`src/trace_port_pkg.sv`:
```
// constants and types for the real-time trace port
// assumes a single core clock domain; included by package reference only
package trace_port_pkg;

  localparam int NIB_W = 4;
  localparam int DATA_W = 32;
  localparam int BYTES_W = 3;
  localparam int ENTRY_W = BYTES_W + DATA_W;
  localparam int FIFO_DEPTH = 2;
  localparam int CNT_W = 4;

  //////////////////////////////////////////////////////////////////////////////
  // status codes
  localparam logic [3:0] ST_CONTINUE = 4'h0;
  localparam logic [3:0] ST_BEGIN = 4'h1;
  localparam logic [3:0] ST_RSVD_A = 4'h2;
  localparam logic [3:0] ST_USER = 4'h3;
  localparam logic [3:0] ST_TRIGGER = 4'h4;
  localparam logic [3:0] ST_BRANCH = 4'h5;
  localparam logic [3:0] ST_RSVD_B = 4'h6;
  localparam logic [3:0] ST_EXC_RETURN = 4'h7;
  localparam logic [1:0] ST_MARK_PREFIX = 2'h2;
  localparam logic [3:0] ST_MARK_2B = 4'h9;
  localparam logic [3:0] ST_EXCEPTION = 4'hc;
  localparam logic [3:0] ST_EMU_ENTRY = 4'hd;
  localparam logic [3:0] ST_STOPPED = 4'he;
  localparam logic [3:0] ST_HALTED = 4'hf;

  //////////////////////////////////////////////////////////////////////////////
  // operand sizes, target byte selection, byte counts
  localparam logic [1:0] SIZE_BYTE = 2'h0;
  localparam logic [1:0] SIZE_WORD = 2'h1;
  localparam logic [1:0] TGT_2_BYTES = 2'h0;
  localparam logic [1:0] TGT_3_BYTES = 2'h1;
  localparam logic [2:0] BYTES_1 = 3'h1;
  localparam logic [2:0] BYTES_2 = 3'h2;
  localparam logic [2:0] BYTES_3 = 3'h3;
  localparam logic [2:0] BYTES_4 = 3'h4;
  localparam logic [CNT_W-1:0] CNT_ONE = 4'h1;
  localparam logic [NIB_W-1:0] NIB_IDLE = 4'h0;

  typedef enum logic {DRAIN_IDLE, DRAIN_SHIFT} drain_state_t;

endpackage

```
`src/trace_buf_if.sv`:
```
// valid/ready carrier between trace capture, the buffer and the drain engine
// assumes producer and consumer share the buffer's clock
interface trace_buf_if #(parameter int WIDTH = trace_port_pkg::ENTRY_W);
  logic push_valid;
  logic push_ready;
  logic [WIDTH-1:0] push_data;
  logic pop_valid;
  logic pop_ready;
  logic [WIDTH-1:0] pop_data;

  modport producer (output push_valid, output push_data, input push_ready);
  modport buffer (input push_valid, input push_data, output push_ready,
                  output pop_valid, output pop_data, input pop_ready);
  modport consumer (input pop_valid, input pop_data, output pop_ready);
endinterface

```
`src/trace_fifo.sv`:
```
// two-entry flip-flop fifo with valid/ready on both sides
// assumes a synchronised active-low reset from the top module
module trace_fifo #(
  parameter int WIDTH = trace_port_pkg::ENTRY_W,
  parameter int DEPTH = trace_port_pkg::FIFO_DEPTH
) (
  // clock and reset
  input wire logic core_clk,
  input wire logic rst_sync_b,
  // buffer side of the carrier
  trace_buf_if.buffer buf_io
);

  localparam int PTR_W = (DEPTH > 1) ? $clog2(DEPTH) : 1;
  localparam int OCC_W = $clog2(DEPTH + 1);
  localparam logic [PTR_W-1:0] PTR_LAST = PTR_W'(DEPTH - 1);
  localparam logic [PTR_W-1:0] PTR_ZERO = '0;
  localparam logic [OCC_W-1:0] OCC_FULL = OCC_W'(DEPTH);
  localparam logic [OCC_W-1:0] OCC_ONE = OCC_W'(1);

  logic [WIDTH-1:0] mem_ff [DEPTH];
  logic [PTR_W-1:0] wr_ptr_ff;
  logic [PTR_W-1:0] rd_ptr_ff;
  logic [OCC_W-1:0] occ_ff;

  wire logic do_push = buf_io.push_valid && buf_io.push_ready;
  wire logic do_pop = buf_io.pop_valid && buf_io.pop_ready;
  wire logic [PTR_W-1:0] nxt_wr_ptr = (wr_ptr_ff == PTR_LAST) ? PTR_ZERO : wr_ptr_ff + PTR_W'(1);
  wire logic [PTR_W-1:0] nxt_rd_ptr = (rd_ptr_ff == PTR_LAST) ? PTR_ZERO : rd_ptr_ff + PTR_W'(1);
  wire logic [OCC_W-1:0] nxt_occ = (do_push && !do_pop) ? occ_ff + OCC_ONE :
                                   (do_pop && !do_push) ? occ_ff - OCC_ONE : occ_ff;

  // ready drops only when both entries wait, which stalls the core
  assign buf_io.push_ready = (occ_ff != OCC_FULL);
  assign buf_io.pop_valid = (occ_ff != '0);
  assign buf_io.pop_data = mem_ff[rd_ptr_ff];

  //////////////////////////////////////////////////////////////////////////////
  always_ff @(posedge core_clk) begin
    if (do_push) begin
      mem_ff[wr_ptr_ff] <= buf_io.push_data;
    end
  end

  always_ff @(posedge core_clk or negedge rst_sync_b) begin
    if (!rst_sync_b) begin
      wr_ptr_ff <= '0;
      rd_ptr_ff <= '0;
      occ_ff <= '0;
    end else begin
      wr_ptr_ff <= do_push ? nxt_wr_ptr : wr_ptr_ff;
      rd_ptr_ff <= do_pop ? nxt_rd_ptr : rd_ptr_ff;
      occ_ff <= nxt_occ;
    end
  end

endmodule

```
`src/trace_port.sv`:
```
// real-time trace port: status nibble plus buffered data nibble
// assumes core event inputs are one-cycle pulses and mode inputs are levels, all on core_clk
//
// Contract
// - status and data nibbles, four bits each
// - status updates on processor clock edges
// - continue, begin, user codes; reserved never
// - taken branch and exception return codes
// - byte-count markers for one to four bytes
// - exception, emulator, stopped, halted codes
// - multicycle codes held while mode lasts
// - other codes re-evaluated every cycle
// - marker one cycle before first nibble
// - variant branch target follows branch code
// - target bytes selectable two, three, four
// - two-entry 32-bit fifo feeds data nibble
// - stall core only while fifo full
// - data output never otherwise slows core
// - instruction code on first execute cycle
// - one nibble per clock, low first
// - trigger instruction emits code 0100
// - write-data instruction outputs operand, code 0100
module trace_port (
  // clock and reset
  input wire logic core_clk,
  input wire logic rst_b,
  // single-cycle core events, valid in the first execute cycle
  input wire logic instr_begin,
  input wire logic user_mode_entry,
  input wire logic taken_branch,
  input wire logic exception_return_instruction,
  input wire logic trigger_marker_instruction,
  input wire logic write_trace_data_instruction,
  input wire logic [1:0] write_trace_data_size,
  input wire logic [31:0] write_trace_data_operand,
  // multicycle core modes
  input wire logic exception_active,
  input wire logic emulator_entry_active,
  input wire logic stopped_wait,
  input wire logic halted,
  // data capture from the core bus
  input wire logic variant_target_valid,
  input wire logic [31:0] variant_target,
  input wire logic operand_capture_valid,
  input wire logic [1:0] operand_capture_size,
  input wire logic [31:0] operand_capture_data,
  // configuration
  input wire logic [1:0] target_bytes_sel,
  // trace pins
  output logic [3:0] core_status_code,
  output logic [3:0] trace_data_nibble,
  // core back-pressure
  output logic core_stall
);

  //////////////////////////////////////////////////////////////////////////////
  // reset release
  logic rst_meta_ff;
  logic rst_sync_ff;

  always_ff @(posedge core_clk or negedge rst_b) begin
    if (!rst_b) begin
      rst_meta_ff <= 1'b0;
      rst_sync_ff <= 1'b0;
    end else begin
      rst_meta_ff <= 1'b1;
      rst_sync_ff <= rst_meta_ff;
    end
  end

  //////////////////////////////////////////////////////////////////////////////
  // capture side
  trace_buf_if #(.WIDTH(trace_port_pkg::ENTRY_W)) buf_if ();

  trace_fifo #(
    .WIDTH(trace_port_pkg::ENTRY_W),
    .DEPTH(trace_port_pkg::FIFO_DEPTH)
  ) u_fifo (
    .core_clk(core_clk),
    .rst_sync_b(rst_sync_ff),
    .buf_io(buf_if.buffer)
  );

  wire logic [2:0] wdd_bytes = (write_trace_data_size == trace_port_pkg::SIZE_BYTE) ? trace_port_pkg::BYTES_1 :
                               (write_trace_data_size == trace_port_pkg::SIZE_WORD) ? trace_port_pkg::BYTES_2 :
                               trace_port_pkg::BYTES_4;
  wire logic [2:0] opnd_bytes = (operand_capture_size == trace_port_pkg::SIZE_BYTE) ? trace_port_pkg::BYTES_1 :
                                (operand_capture_size == trace_port_pkg::SIZE_WORD) ? trace_port_pkg::BYTES_2 :
                                trace_port_pkg::BYTES_4;
  wire logic [2:0] tgt_bytes = (target_bytes_sel == trace_port_pkg::TGT_2_BYTES) ? trace_port_pkg::BYTES_2 :
                               (target_bytes_sel == trace_port_pkg::TGT_3_BYTES) ? trace_port_pkg::BYTES_3 :
                               trace_port_pkg::BYTES_4;

  // one capture per cycle; write-data wins since it ignores configuration
  assign buf_if.push_valid = write_trace_data_instruction || variant_target_valid || operand_capture_valid;
  assign buf_if.push_data = write_trace_data_instruction ? {wdd_bytes, write_trace_data_operand} :
                            variant_target_valid ? {tgt_bytes, variant_target} :
                            {opnd_bytes, operand_capture_data};

  // stall only while both entries are occupied
  assign core_stall = !buf_if.push_ready;

  //////////////////////////////////////////////////////////////////////////////
  // status selection
  wire logic mc_active = halted || emulator_entry_active || exception_active || stopped_wait;
  wire logic [3:0] mc_code = halted ? trace_port_pkg::ST_HALTED :
                             emulator_entry_active ? trace_port_pkg::ST_EMU_ENTRY :
                             exception_active ? trace_port_pkg::ST_EXCEPTION :
                             trace_port_pkg::ST_STOPPED;
  // a write-data held through a stall has not executed yet and must not block the drain
  wire logic trig_any = trigger_marker_instruction || (write_trace_data_instruction && buf_if.push_ready);
  wire logic ev_any = exception_return_instruction || taken_branch || trig_any || user_mode_entry || instr_begin;
  wire logic [3:0] ev_code = exception_return_instruction ? trace_port_pkg::ST_EXC_RETURN :
                             taken_branch ? trace_port_pkg::ST_BRANCH :
                             trig_any ? trace_port_pkg::ST_TRIGGER :
                             user_mode_entry ? trace_port_pkg::ST_USER :
                             instr_begin ? trace_port_pkg::ST_BEGIN :
                             trace_port_pkg::ST_CONTINUE;

  //////////////////////////////////////////////////////////////////////////////
  // drain engine
  trace_port_pkg::drain_state_t state_ff;
  logic [trace_port_pkg::CNT_W-1:0] cnt_ff;
  logic [trace_port_pkg::DATA_W-1:0] shift_ff;
  logic [3:0] status_ff;
  logic [3:0] data_ff;

  // a marker only takes a free status slot, so no core event is ever hidden
  wire logic slot_free = !mc_active && !ev_any;
  wire logic shifting = (state_ff == trace_port_pkg::DRAIN_SHIFT);
  wire logic last_nib = shifting && (cnt_ff == trace_port_pkg::CNT_ONE);
  wire logic start = (state_ff == trace_port_pkg::DRAIN_IDLE) && buf_if.pop_valid && slot_free;
  wire logic [2:0] pop_bytes = buf_if.pop_data[trace_port_pkg::ENTRY_W-1:trace_port_pkg::DATA_W];
  wire logic [2:0] pop_bytes_m1 = pop_bytes - trace_port_pkg::BYTES_1;
  wire logic [3:0] marker_code = {trace_port_pkg::ST_MARK_PREFIX, pop_bytes_m1[1:0]};
  wire logic [trace_port_pkg::CNT_W-1:0] pop_nibbles = {pop_bytes, 1'b0};

  assign buf_if.pop_ready = start;

  wire logic [3:0] nxt_status = mc_active ? mc_code :
                                ev_any ? ev_code :
                                start ? marker_code :
                                trace_port_pkg::ST_CONTINUE;
  wire trace_port_pkg::drain_state_t nxt_state = start ? trace_port_pkg::DRAIN_SHIFT :
                                                 last_nib ? trace_port_pkg::DRAIN_IDLE : state_ff;
  wire logic [trace_port_pkg::CNT_W-1:0] nxt_cnt = start ? pop_nibbles :
                                                   shifting ? cnt_ff - trace_port_pkg::CNT_ONE : cnt_ff;
  wire logic [trace_port_pkg::DATA_W-1:0] nxt_shift = start ? buf_if.pop_data[trace_port_pkg::DATA_W-1:0] :
                                                      shifting ? (shift_ff >> trace_port_pkg::NIB_W) : shift_ff;
  wire logic [3:0] nxt_data = shifting ? shift_ff[trace_port_pkg::NIB_W-1:0] : trace_port_pkg::NIB_IDLE;

  always_ff @(posedge core_clk or negedge rst_sync_ff) begin
    if (!rst_sync_ff) begin
      state_ff <= trace_port_pkg::DRAIN_IDLE;
      cnt_ff <= '0;
      shift_ff <= '0;
      status_ff <= trace_port_pkg::ST_CONTINUE;
      data_ff <= trace_port_pkg::NIB_IDLE;
    end else begin
      state_ff <= nxt_state;
      cnt_ff <= nxt_cnt;
      shift_ff <= nxt_shift;
      status_ff <= nxt_status;
      data_ff <= nxt_data;
    end
  end

  // both nibbles come straight from flip-flops
  assign core_status_code = status_ff;
  assign trace_data_nibble = data_ff;

  wire logic is_marker = (status_ff[3:2] == trace_port_pkg::ST_MARK_PREFIX);

  wire logic [trace_port_pkg::NIB_W-1:0] pop_low_nib = buf_if.pop_data[trace_port_pkg::NIB_W-1:0];
endmodule

```
`config.mk`:
```
export PLATFORM = sky130hd
export DESIGN_NAME = trace_port
export DESIGN_NICKNAME = d
export VERILOG_FILES = /design/src/trace_port_pkg.sv /design/src/trace_buf_if.sv /design/src/trace_fifo.sv /design/src/trace_port.sv
export SDC_FILE = /design/constraint.sdc
export NUM_CORES = 1
export LEC_CHECK = 0
export BUFFER_PORTS_ARGS = -buffer_cell sky130_fd_sc_hd__buf_2
export CORE_ASPECT_RATIO = 0.5
export CORE_UTILIZATION = 50
export CTS_CLUSTER_SIZE = 16
export DETAILED_ROUTE_END_ITERATION = 10
export PLACE_DENSITY = 0.75
export SYNTH_ARGS = -nofsm -noshare
export SYNTH_HDL_FRONTEND = slang
export SYNTH_SLANG_ARGS = --single-unit
export TNS_END_PERCENT = 20
```
`constraint.sdc`:
```
create_clock -name core_clk -period 3.5 [get_ports core_clk]
set_input_delay 0.35 -clock core_clk [delete_from_list [all_inputs] [get_ports core_clk]]
set_output_delay 0.35 -clock core_clk [all_outputs]
set_load 0.02 [all_outputs]
```
## Word-level counts from Yosys, hierarchy flattened

Memories as Yosys holds them, arrays and structs flattened.
Cells that the tools add are included.

- Flip-flop bits (word level): 51
- RAM bits: 70
- Bits of input ports: 116
- Output and inout port bits: 9
- Logic and storage cells: 86
- Memories kept: 1

- Add/subtract/negate cells: 6
- Eq/ne operators: 5
- Multiplexer cells: 32
- Bitwise gates (word level): 1
- Reduce and logical (&&, ||, !) cells: 31

Memories:

| memory | words | bits a word | rd ports | clocked after memory_dff | write ports | RTL line | text |
|---|---|---|---|---|---|---|---|
| u_fifo.mem_ff | 2 | 35 | 1 | 0 | 1 | trace_fifo.sv:21 | `logic [WIDTH-1:0] mem_ff [DEPTH];` |

Operators with widths:

| operator | number |
|---|---|
| 35-bit 2-to-1 mux | 2 |
| 32-bit 2-to-1 mux | 2 |
| 3-bit 2-to-1 mux | 9 |
| 4-bit 2-to-1 mux | 6 |
| 2-bit 2-to-1 mux | 6 |
| 1-bit logical OR | 10 |
| 1-bit logical AND | 9 |
| 2-bit nonzero test | 4 |
| 1-bit 2-to-1 mux | 7 |
| 2-bit by 1-bit equality test with 1-bit output (second input constant) | 3 |
| 2-bit zero test | 3 |
| 1-bit zero test | 5 |
| 4-bit by 1-bit equality test with 1-bit output (second input constant) | 1 |
| 2-bit by 1-bit subtractor with 2-bit output (second input constant) | 2 |
| 4-bit by 1-bit subtractor with 4-bit output (second input constant) | 1 |
| 1-bit adder (second input constant) | 2 |
| 2-bit by 1-bit adder with 2-bit output (second input constant) | 1 |
| 2-bit inequality test (second input constant) | 1 |
| 1-bit NOT | 1 |

## Logic depth before layout (Yosys ltp)

Gate-level depths: netlist of run 1.

- Depth in word-level cells: 13
- Depth in mapped cells: 10
- Mapped depth without buffers: 8

## By module

From an unflattened synthesis of run 1, not the netlist that was laid out.

- Cells, all modules: 415
- Area, all modules: 5731.7 um^2

By module, submodules not included:

| module | instances | cells an instance | area each (um^2) | seq. area each (um^2) |
|---|---|---|---|---|
| trace_fifo | 1 | 127 | 2870.3 | 2202.1 |
| trace_port | 1 | 288 | 2861.5 | 1176.1 |

## Worst setup path after synthesis of run 1

No wires, ideal clock.

- Path kind: register to register
- Start point: reg u_fifo.occ_ff[0]
- End point: mem u_fifo.mem_ff[0][0] (netlist bit) (enable)
- Setup time: 0.471 ns
- Data arrival time: 3.241 ns
- Data required time: 3.029 ns
- Slack: -0.212 ns
- Cell stages (with the launch flop): 4
- Path buffers: 0
- Clock period less this slack: 3.712 ns
- Cells stage by stage: dfrtp_1 -> nand2b_1 -> inv_1 -> nor3_1

- Cells in the longest elaborated chain, start to end: 4

RTL lines:

| what | RTL line | text |
|---|---|---|
| start, declared | trace_fifo.sv:24 | `logic [OCC_W-1:0] occ_ff;` |
| start signal, assigned | trace_fifo.sv:53 | `occ_ff <= nxt_occ;` |
| 2-bit inequality test | trace_fifo.sv:34 | `assign buf_io.push_ready = (occ_ff != OCC_FULL);` |
| 1-bit logical AND | trace_fifo.sv:26 | `wire logic do_push = buf_io.push_valid && buf_io.push_ready;` |
| 1-bit 2-to-1 mux | trace_fifo.sv:40 | `if (do_push) begin` |
| 1-bit 2-to-1 mux (not written as such) | trace_fifo.sv:41 | `mem_ff[wr_ptr_ff] <= buf_io.push_data;` |
| end, declared | trace_fifo.sv:21 |  |

Every way passes these cells.

## Worst setup path after layout of run 1

- Start point: reg u_fifo.occ_ff[0]
- End point: reg u_fifo.occ_ff[1]

- Cells in the longest elaborated chain, start to end: 13
- Elaborated cells on any way between the ends: 22
- Classes of those cells: add/sub (2); eq/ne (1); mux (2); reduce/logical (17)

RTL lines:

| what | RTL line | text |
|---|---|---|
| 2-bit inequality test | trace_fifo.sv:34 |  |
| 1-bit logical AND | trace_port.sv:111 | `wire logic trig_any = trigger_marker_instruction \|\| (write_trace_data_instruction && buf_if.push_ready);` |
| 1-bit logical OR | trace_port.sv:111 |  |
| 1-bit logical OR (3 in series) | trace_port.sv:112 | `wire logic ev_any = exception_return_instruction \|\| taken_branch \|\| trig_any \|\| user_mode_entry \|\| instr_begin ...` |
| 1-bit zero test | trace_port.sv:129 | `wire logic slot_free = !mc_active && !ev_any;` |
| 1-bit logical AND | trace_port.sv:129 |  |
| 1-bit logical AND | trace_port.sv:132 | `wire logic start = (state_ff == trace_port_pkg::DRAIN_IDLE) && buf_if.pop_valid && slot_free;` |
| 1-bit logical AND | trace_fifo.sv:27 | `wire logic do_pop = buf_io.pop_valid && buf_io.pop_ready;` |
| 1-bit zero test | trace_fifo.sv:30 | `wire logic [OCC_W-1:0] nxt_occ = (do_push && !do_pop) ? occ_ff + OCC_ONE :` |
| 1-bit logical AND | trace_fifo.sv:30 |  |
| 2-bit 2-to-1 mux / 2-bit nonzero test (equally long branches) | n/a |  |

Several ways; a longest one is shown, not always the timed one. The select of a mux whose other input is x is not followed.
A chain may end at the register's enable or synchronous reset.

==> results of run 1 <==
-- metrics by stage --
step | utilization, % | power [mW] | setup WS (ns) | area (µm²) | hold slack, ns
4_1_cts | 65.71 | 4.842 | 1.167 | 6883 | 0.1757
3_5_place_dp | 60.07 | 3.164 | 0.8945 | 6292 | 0.1355
2_1_floorplan | - | 2.851 | 0.8800 | 5537 | 0.05441
3_3_place_gp | 60.07 | 3.121 | 0.9847 | 6292 | 0.1347
5_1_grt | 65.71 | 5.041 | 1.024 | 6883 | 0.1956
6_report | 65.71 | 4.800 | 1.148 | 6883 | 0.1993
-- Yosys cell counts (all sizes together) --
master / instances / area (µm²)
nor3b: 1 / 7.510
and2: 10 / 62.56
o21a: 1 / 7.510
dfrtp: 51 / 1276
nand2b: 5 / 31.28
nor3: 4 / 20.02
or2: 1 / 6.260
nand2: 40 / 150.1
conb: 1 / 3.750
ha: 3 / 37.54
mux2: 5 / 56.30
nor4: 4 / 25.02
xor2: 4 / 35.03
nor4b: 1 / 8.760
nor2: 8 / 30.03
or4: 1 / 11.26
inv: 6 / 22.52
nand3: 2 / 10.01
clkbuf: 17 / 63.81
a2bb2oi: 1 / 8.760
o21ai: 34 / 170.2
a21oi: 3 / 15.01
xnor2: 4 / 35.03
nor2b: 1 / 6.260
edfxtp: 70 / 2102
a211oi: 1 / 7.510
a221o: 4 / 40.04
buf: 8 / 47.54
a2111oi: 2 / 36.29
mux2i: 119 / 1191
o22ai: 1 / 6.260
-- logic make-up (layout without fill, tap and decap cells) --
kind of cell,Yosys count,count (layout),share of synthesized area (%)
AOI/OAI and AO/OA,47,47,5.270
xor gates and xnor gates,8,8,1.267
adders and majority gates,3,3,0.6787
buffers and inverters,31,171,2.420
DFF,121,121,61.07
muxes,124,124,22.55
other,1,1,0.06779
and+or+nand+nor,78,78,6.673
-- flip-flops by register name, indices dropped and copies added, names as in the netlist --
signal             cells
cnt_ff                 4
core_status_code       4
rst_meta_ff            1
rst_sync_ff            1
shift_ff              32
shifting               1
trace_data_nibble      4
u_fifo.mem_ff         70
u_fifo.occ_ff          2
u_fifo.rd_ptr_ff       1
u_fifo.wr_ptr_ff       1
-- where the power goes --
part | internal (mW) | total (mW) | switching (mW)
sequential | 2.04 | 2.20 | 0.161
combinational | 0.374 | 0.929 | 0.555
clock | 1.05 | 1.67 | 0.628
-- layout make-up --
cell class,count,share of cell area (%)
Tap cell,140,2.545
Clock buffer,17,6.181
Timing Repair Buffer,133,10.03
Multi-Input combinational cell,261,29.52
Sequential cell,121,49.14
Inverter,6,0.3272
Clock inverter,15,2.254
-- worst min-delay path by stage --
| stage | startpoint | end | slack, ns | depth (start not counted) |
|---|---|---|---|---|
| CTS | exception_active | core_status_code[3] | 0.18 | 3 |
| floorplan | rst_b | rst_meta_ff | 0.05 | 0 |
| detailed placement | rst_b | rst_meta_ff | 0.14 | 1 |
| global placement | rst_b | rst_meta_ff | 0.13 | 1 |
| global route | trigger_marker_instruction | core_status_code[2] | 0.20 | 3 |
| finish | exception_active | core_status_code[3] | 0.20 | 3 |
-- layer usage --
metal  share of wire, %  track usage (%)  up-vias
li1                   -                -     1766
met1                 48            26.52     1676
met2                 47            30.60       71
met3                3.1            5.389        9
met4                1.1            6.900        0
met5                  0                0        -
-- repair_timing --
| action | 4_1_cts | 5_1_grt |
|---|---|---|
| setup endpoints to repair | 0 | 0 |
| hold buffers | 1 | 0 |
| buffers inserted | 0 | 0 |
| endpoints found under the hold margin | 2 | 0 |
-- worst max-delay path, cell delays in order (launching register included) --
cell and delay (ns):
dfrtp_1 0.42, nand2b_1 0.25, a2111oi_4 0.52, and2_1 0.21, buf_4 0.22, inv_2 0.06
ha_1 0.32, nor2_1 0.14, xor2_1 0.15
-- layout by cell type (no fill, tap or decap), types with 5 or more instances in the layout --
master,count
nor2_1,8
o21ai_0,34
clkinv_4,6
and2_1,9
nand2b_1,5
clkbuf_16,17
buf_2,124
nand2_1,40
edfxtp_1,70
mux2_2,5
mux2i_1,119
dfrtp_1,48
buf_4,8
inv_1,5
==> impl_metrics.toml, run 1 <==
[run_status]
status = "completed"

[final_layout]
fillers = 767
ff_latch_area_um2 = 3382
multi_input_area_um2 = 2032
fin_cells = 693
nNetsFinal = 659
drive_above_1_share_pct = 32.19
antenna_cells = 0
area.growth.synth_to_final_pct = 24.43

[synthesis]
yosys_warnings = 0
syn-cell-area_um2 = 5532
synth.ff_latch_count = 121
syn_nets = 532
synthDistinctLibCells = 35
yosysSeqAreaShare_pct = 61.07
syn_inst = 413
syn_avg_cell_area_um2 = 13.39

[critical_path]
r2r_start = "u_fifo.occ_ff[0]"
critPathCaptureType = "flop"
r2r_cells = 8
timing.rr.end = "u_fifo.occ_ff[1]"
startpoint_type = "flop"
rrSetupSlack_ns = 1.15
crit_arrival_ns = 2.69
crit_end = "u_fifo.occ_ff[1]"
worstSetupPathType = "flop to flop"
startpoint = "u_fifo.occ_ff[0]"
crit_required_ns = 3.84
worst-path-max-fanout = 11

[clocking]
root_buffer = "clkbuf_16"
cts_buffer_depth = 2
cts_htree_levels = 4
clkLatencyLatePin_ns = 0.41
tritoncts = "built"
numCtsBuffers = 17
clk_pin_slew_ns = 0.06
cts_sinks = 121
cts_resized = 0

[timing]
grt_setup_unrepaired = "false"
final-hold-violation-count = 0
skew_ns = 0.01177
fmax_mhz = 425.1
fin_crit_ns = 2.352
drv_slew = 0
setup-tns-final_ns = 0
setup_violations = 0
fin_crit_sh_pct = 67.21
worst_pin_slew_ns = 0.8769
slew_headroom_pct = 41.54

[floorplan]
floorplan.initialDensity_pct = 52.81
core_um2 = 10480
die_y_um = 76.38
die_x_um = 150.8
num_io_pins = 125
row_count = 26
dieArea_um2 = 11510

[power_and_ir_drop]
leakage_nw = 3.043
peakVddDrop_uv = 310.5
p_per_area_nw_per_um2 = 697.3

[drt]
vias = 3522
totalWireLength_mm = 10.11
vias_per_cell = 5.082
avgRoutedWirePerCell_um = 14.58
dr.pass1.iters = 4
drtIter0Drc = 123
drc = 0
ant_nets = 0

[global_route]
antenna_found_initial = 0
grtUsageTotal_pct = 19.66
grt_overflow_total = 0
grt_pass1_vias = 3526
grt_pass1_wl_mm = 16.96
grt_max_degree = 73

[flow_run]
cap_violations = 0

[placement]
hpwl_mm = 6.541
gp_congestion = 0.7907
dp.cells = 660
io_buffers = 124

[worst_hold_path]
hold_path_class = "input port to flop"
(Power assumes the default switching activity.)
==> run 2: changes to the inputs <==
Settings changed: CORE_UTILIZATION 50 to 49, PLACE_DENSITY 0.75 to 0.76.
Clock period 3.5 ns to 2.15 ns, I/O delays scaled along.
==> impl_metrics.toml, run 2 (synthesis gave the netlist of run 1 again) <==
[run_status]
status = "completed"

[global_route]
grt_overflow_total = 0
use_met1_pct = 23.73
busiest_layer = "met2"
grt_pass1_wl_mm = 17.21
grt_util_met2_pct = 32.26
grt_pass1_vias = 3674
grtUsageTotal_pct = 19.24
grtUsageMet3_pct = 5.766
antenna_found_initial = 0
grt_max_degree = 69

[critical_path]
crit_arrival_ns = 2.31
cp_slowest_cell = "dfrtp_1"
timing.rr.end = "u_fifo.occ_ff[1]"
cp_num_buf_inv = 1
startpoint_type = "flop"
critical_path.most_common_cell = "xor2_1"
worstSetupPathType = "flop to flop"
worst-path-max-fanout = 4
r2r_cells = 8
worstPathCellList = "nand2b_2, a2111oi_4, and2_1, inv_2, ha_1, xor2_1, nor2_1, xor2_1"
r2r_start = "u_fifo.occ_ff[0]"
cpPeakStageDelay_ns = 0.42
crit_required_ns = 2.48
critPathCaptureType = "flop"
critPathTopFamily = "simple AND/OR/NAND/NOR gates"
rrSetupSlack_ns = 0.16

[power_and_ir_drop]
pwr-share-comb_pct = 20.4
seq_power_share_pct = 44.4
p_int_mw = 5.826
p_per_area_nw_per_um2 = 1154
power_frac_clock_pct = 35.2
switching_share_pct = 27.57
peakVddDrop_uv = 525.8
leakage_nw = 3.079
p_sw_mw = 2.218
total_power_mw = 8.044

[floorplan]
die_x_um = 152.3
floorplan.initialDensity_pct = 52.32
num_io_pins = 125
row_count = 26
die_y_um = 77.13
dieArea_um2 = 11740
core_um2 = 10570

[drt]
totalWireLength_mm = 10.19
vias_per_cell = 5.026
vias = 3508
ant_nets = 0
drc = 0
dr.pass1.iters = 4
avgRoutedWirePerCell_um = 14.60
drtIter0Drc = 219

[clocking]
root_buffer = "clkbuf_16"
clk_pin_slew_ns = 0.05
cts_buffer_depth = 2
clkLatencyLatePin_ns = 0.41
cts_htree_levels = 4
cts_sinks = 121
tritoncts = "built"
numCtsBuffers = 17

[worst_hold_path]
min_from = "stopped_wait"
hold_path_end = "core_status_code[3]"
whs_path_depth = 3
hold_path_class = "input port to flop"

[placement]
gp_congestion = 0.7751
io_buffers = 124
placed_area_um2 = 6355
hpwl_mm = 6.926

[final_layout]
drive_above_1_share_pct = 32.97
final_cell_mix = "buf_2 (124), mux2i_1 (119), edfxtp_1 (70), dfrtp_1 (48), nand2_1 (40)"
nNetsFinal = 664
largest_reg_flops = 70
final_common_cell = "buf_2"
top_register = "u_fifo.mem_ff"
top_regs = "u_fifo.mem_ff: 70 flops, shift_ff: 32 flops"
area.growth.synth_to_final_pct = 26.01
antenna_cells = 0
finalInstanceArea_um2 = 6970
fin_util_pct = 65.93

[timing]
grt_setup_unrepaired = "false"
worst_pin_slew_ns = 0.6536
setup-tns-final_ns = 0
final-hold-violation-count = 0
drv_slew = 0
fin_crit_ns = 1.986
setup_violations = 0
slew_headroom_pct = 56.43
skew_ns = 0.007601
fmax_mhz = 503.5
holdWs_ns = 0.07317
fin_crit_sh_pct = 92.38

[flow_run]
cap_violations = 0
## run 2: cell count changes in the layout (fill, tap and decap cells not counted)
cell,before,now
bufinv_16,2,3
clkinv_2,4,3
inv_6,0,1
nand2b_1,5,4
clkinvlp_4,3,5
buf_12,0,2
nand2b_2,0,1
clkinv_4,6,3
buf_4,8,11
## run 2: power by group through the flow
stage                     clock [mW]  combinational, mW  sequential [mW]
after floorplan                    0               1.10             3.55
after global placement             0               1.59             3.58
after detailed placement           0               1.64             3.61
after CTS                       2.87               1.66             3.58
after global routing            2.98               1.81             3.64
final                           2.83               1.64             3.57
## run 2: stage by stage
step | worst slack, ns | std cells
after floorplan | -0.1604 | 413
after global placement | 0.03408 | 665
after detailed placement | -0.01858 | 665
after CTS | 0.1148 | 698
after global routing | 0.02835 | 698
final | 0.1638 | 698
## run 2: worst max path at each step
stage               slack, ns             start  cells after the start          endpoint
floorplan               -0.16      stopped_wait                      9  u_fifo.occ_ff[1]
CTS                      0.11  u_fifo.occ_ff[0]                      8  u_fifo.occ_ff[1]
detailed placement      -0.02      stopped_wait                      9  u_fifo.occ_ff[1]
global placement         0.03      stopped_wait                      9  u_fifo.occ_ff[1]
finish                   0.16  u_fifo.occ_ff[0]                      8  u_fifo.occ_ff[1]
global route             0.03  u_fifo.occ_ff[0]                      8  u_fifo.occ_ff[1]
## run 2: worst min-delay path, stage by stage
cell     delay [ns]
buf_2          0.10
nor4_1         0.07
nand2_1        0.05
## run 2: per-layer routing
layer | wire length (µm) | share of wire [%] | vias up
met4 | 40 | 0.39 | 0
li1 | - | - | 1783
met2 | 5093 | 50 | 74
met1 | 4651 | 46 | 1649
met3 | 403 | 4.0 | 2
met5 | 0 | 0 | -
## run 2: layout make-up
| type | instances | area [µm²] |
|---|---|---|
| clock buffers | 17 | 425.4 |
| clock inverters | 15 | 177.7 |
| fillers | 789 | 3602 |
| inverters | 6 | 22.52 |
| multi-input cells | 261 | 2034 |
| flip-flops and latches | 121 | 3382 |
| well taps | 140 | 175.2 |
| repair buffers | 138 | 753.2 |
## run 2: repair_timing
action	4_1_cts	5_1_grt
endpoints found under the hold margin	2	0
setup endpoints to repair	0	1
buffers inserted	0	0
hold buffers	1	0
resized for setup	0	1
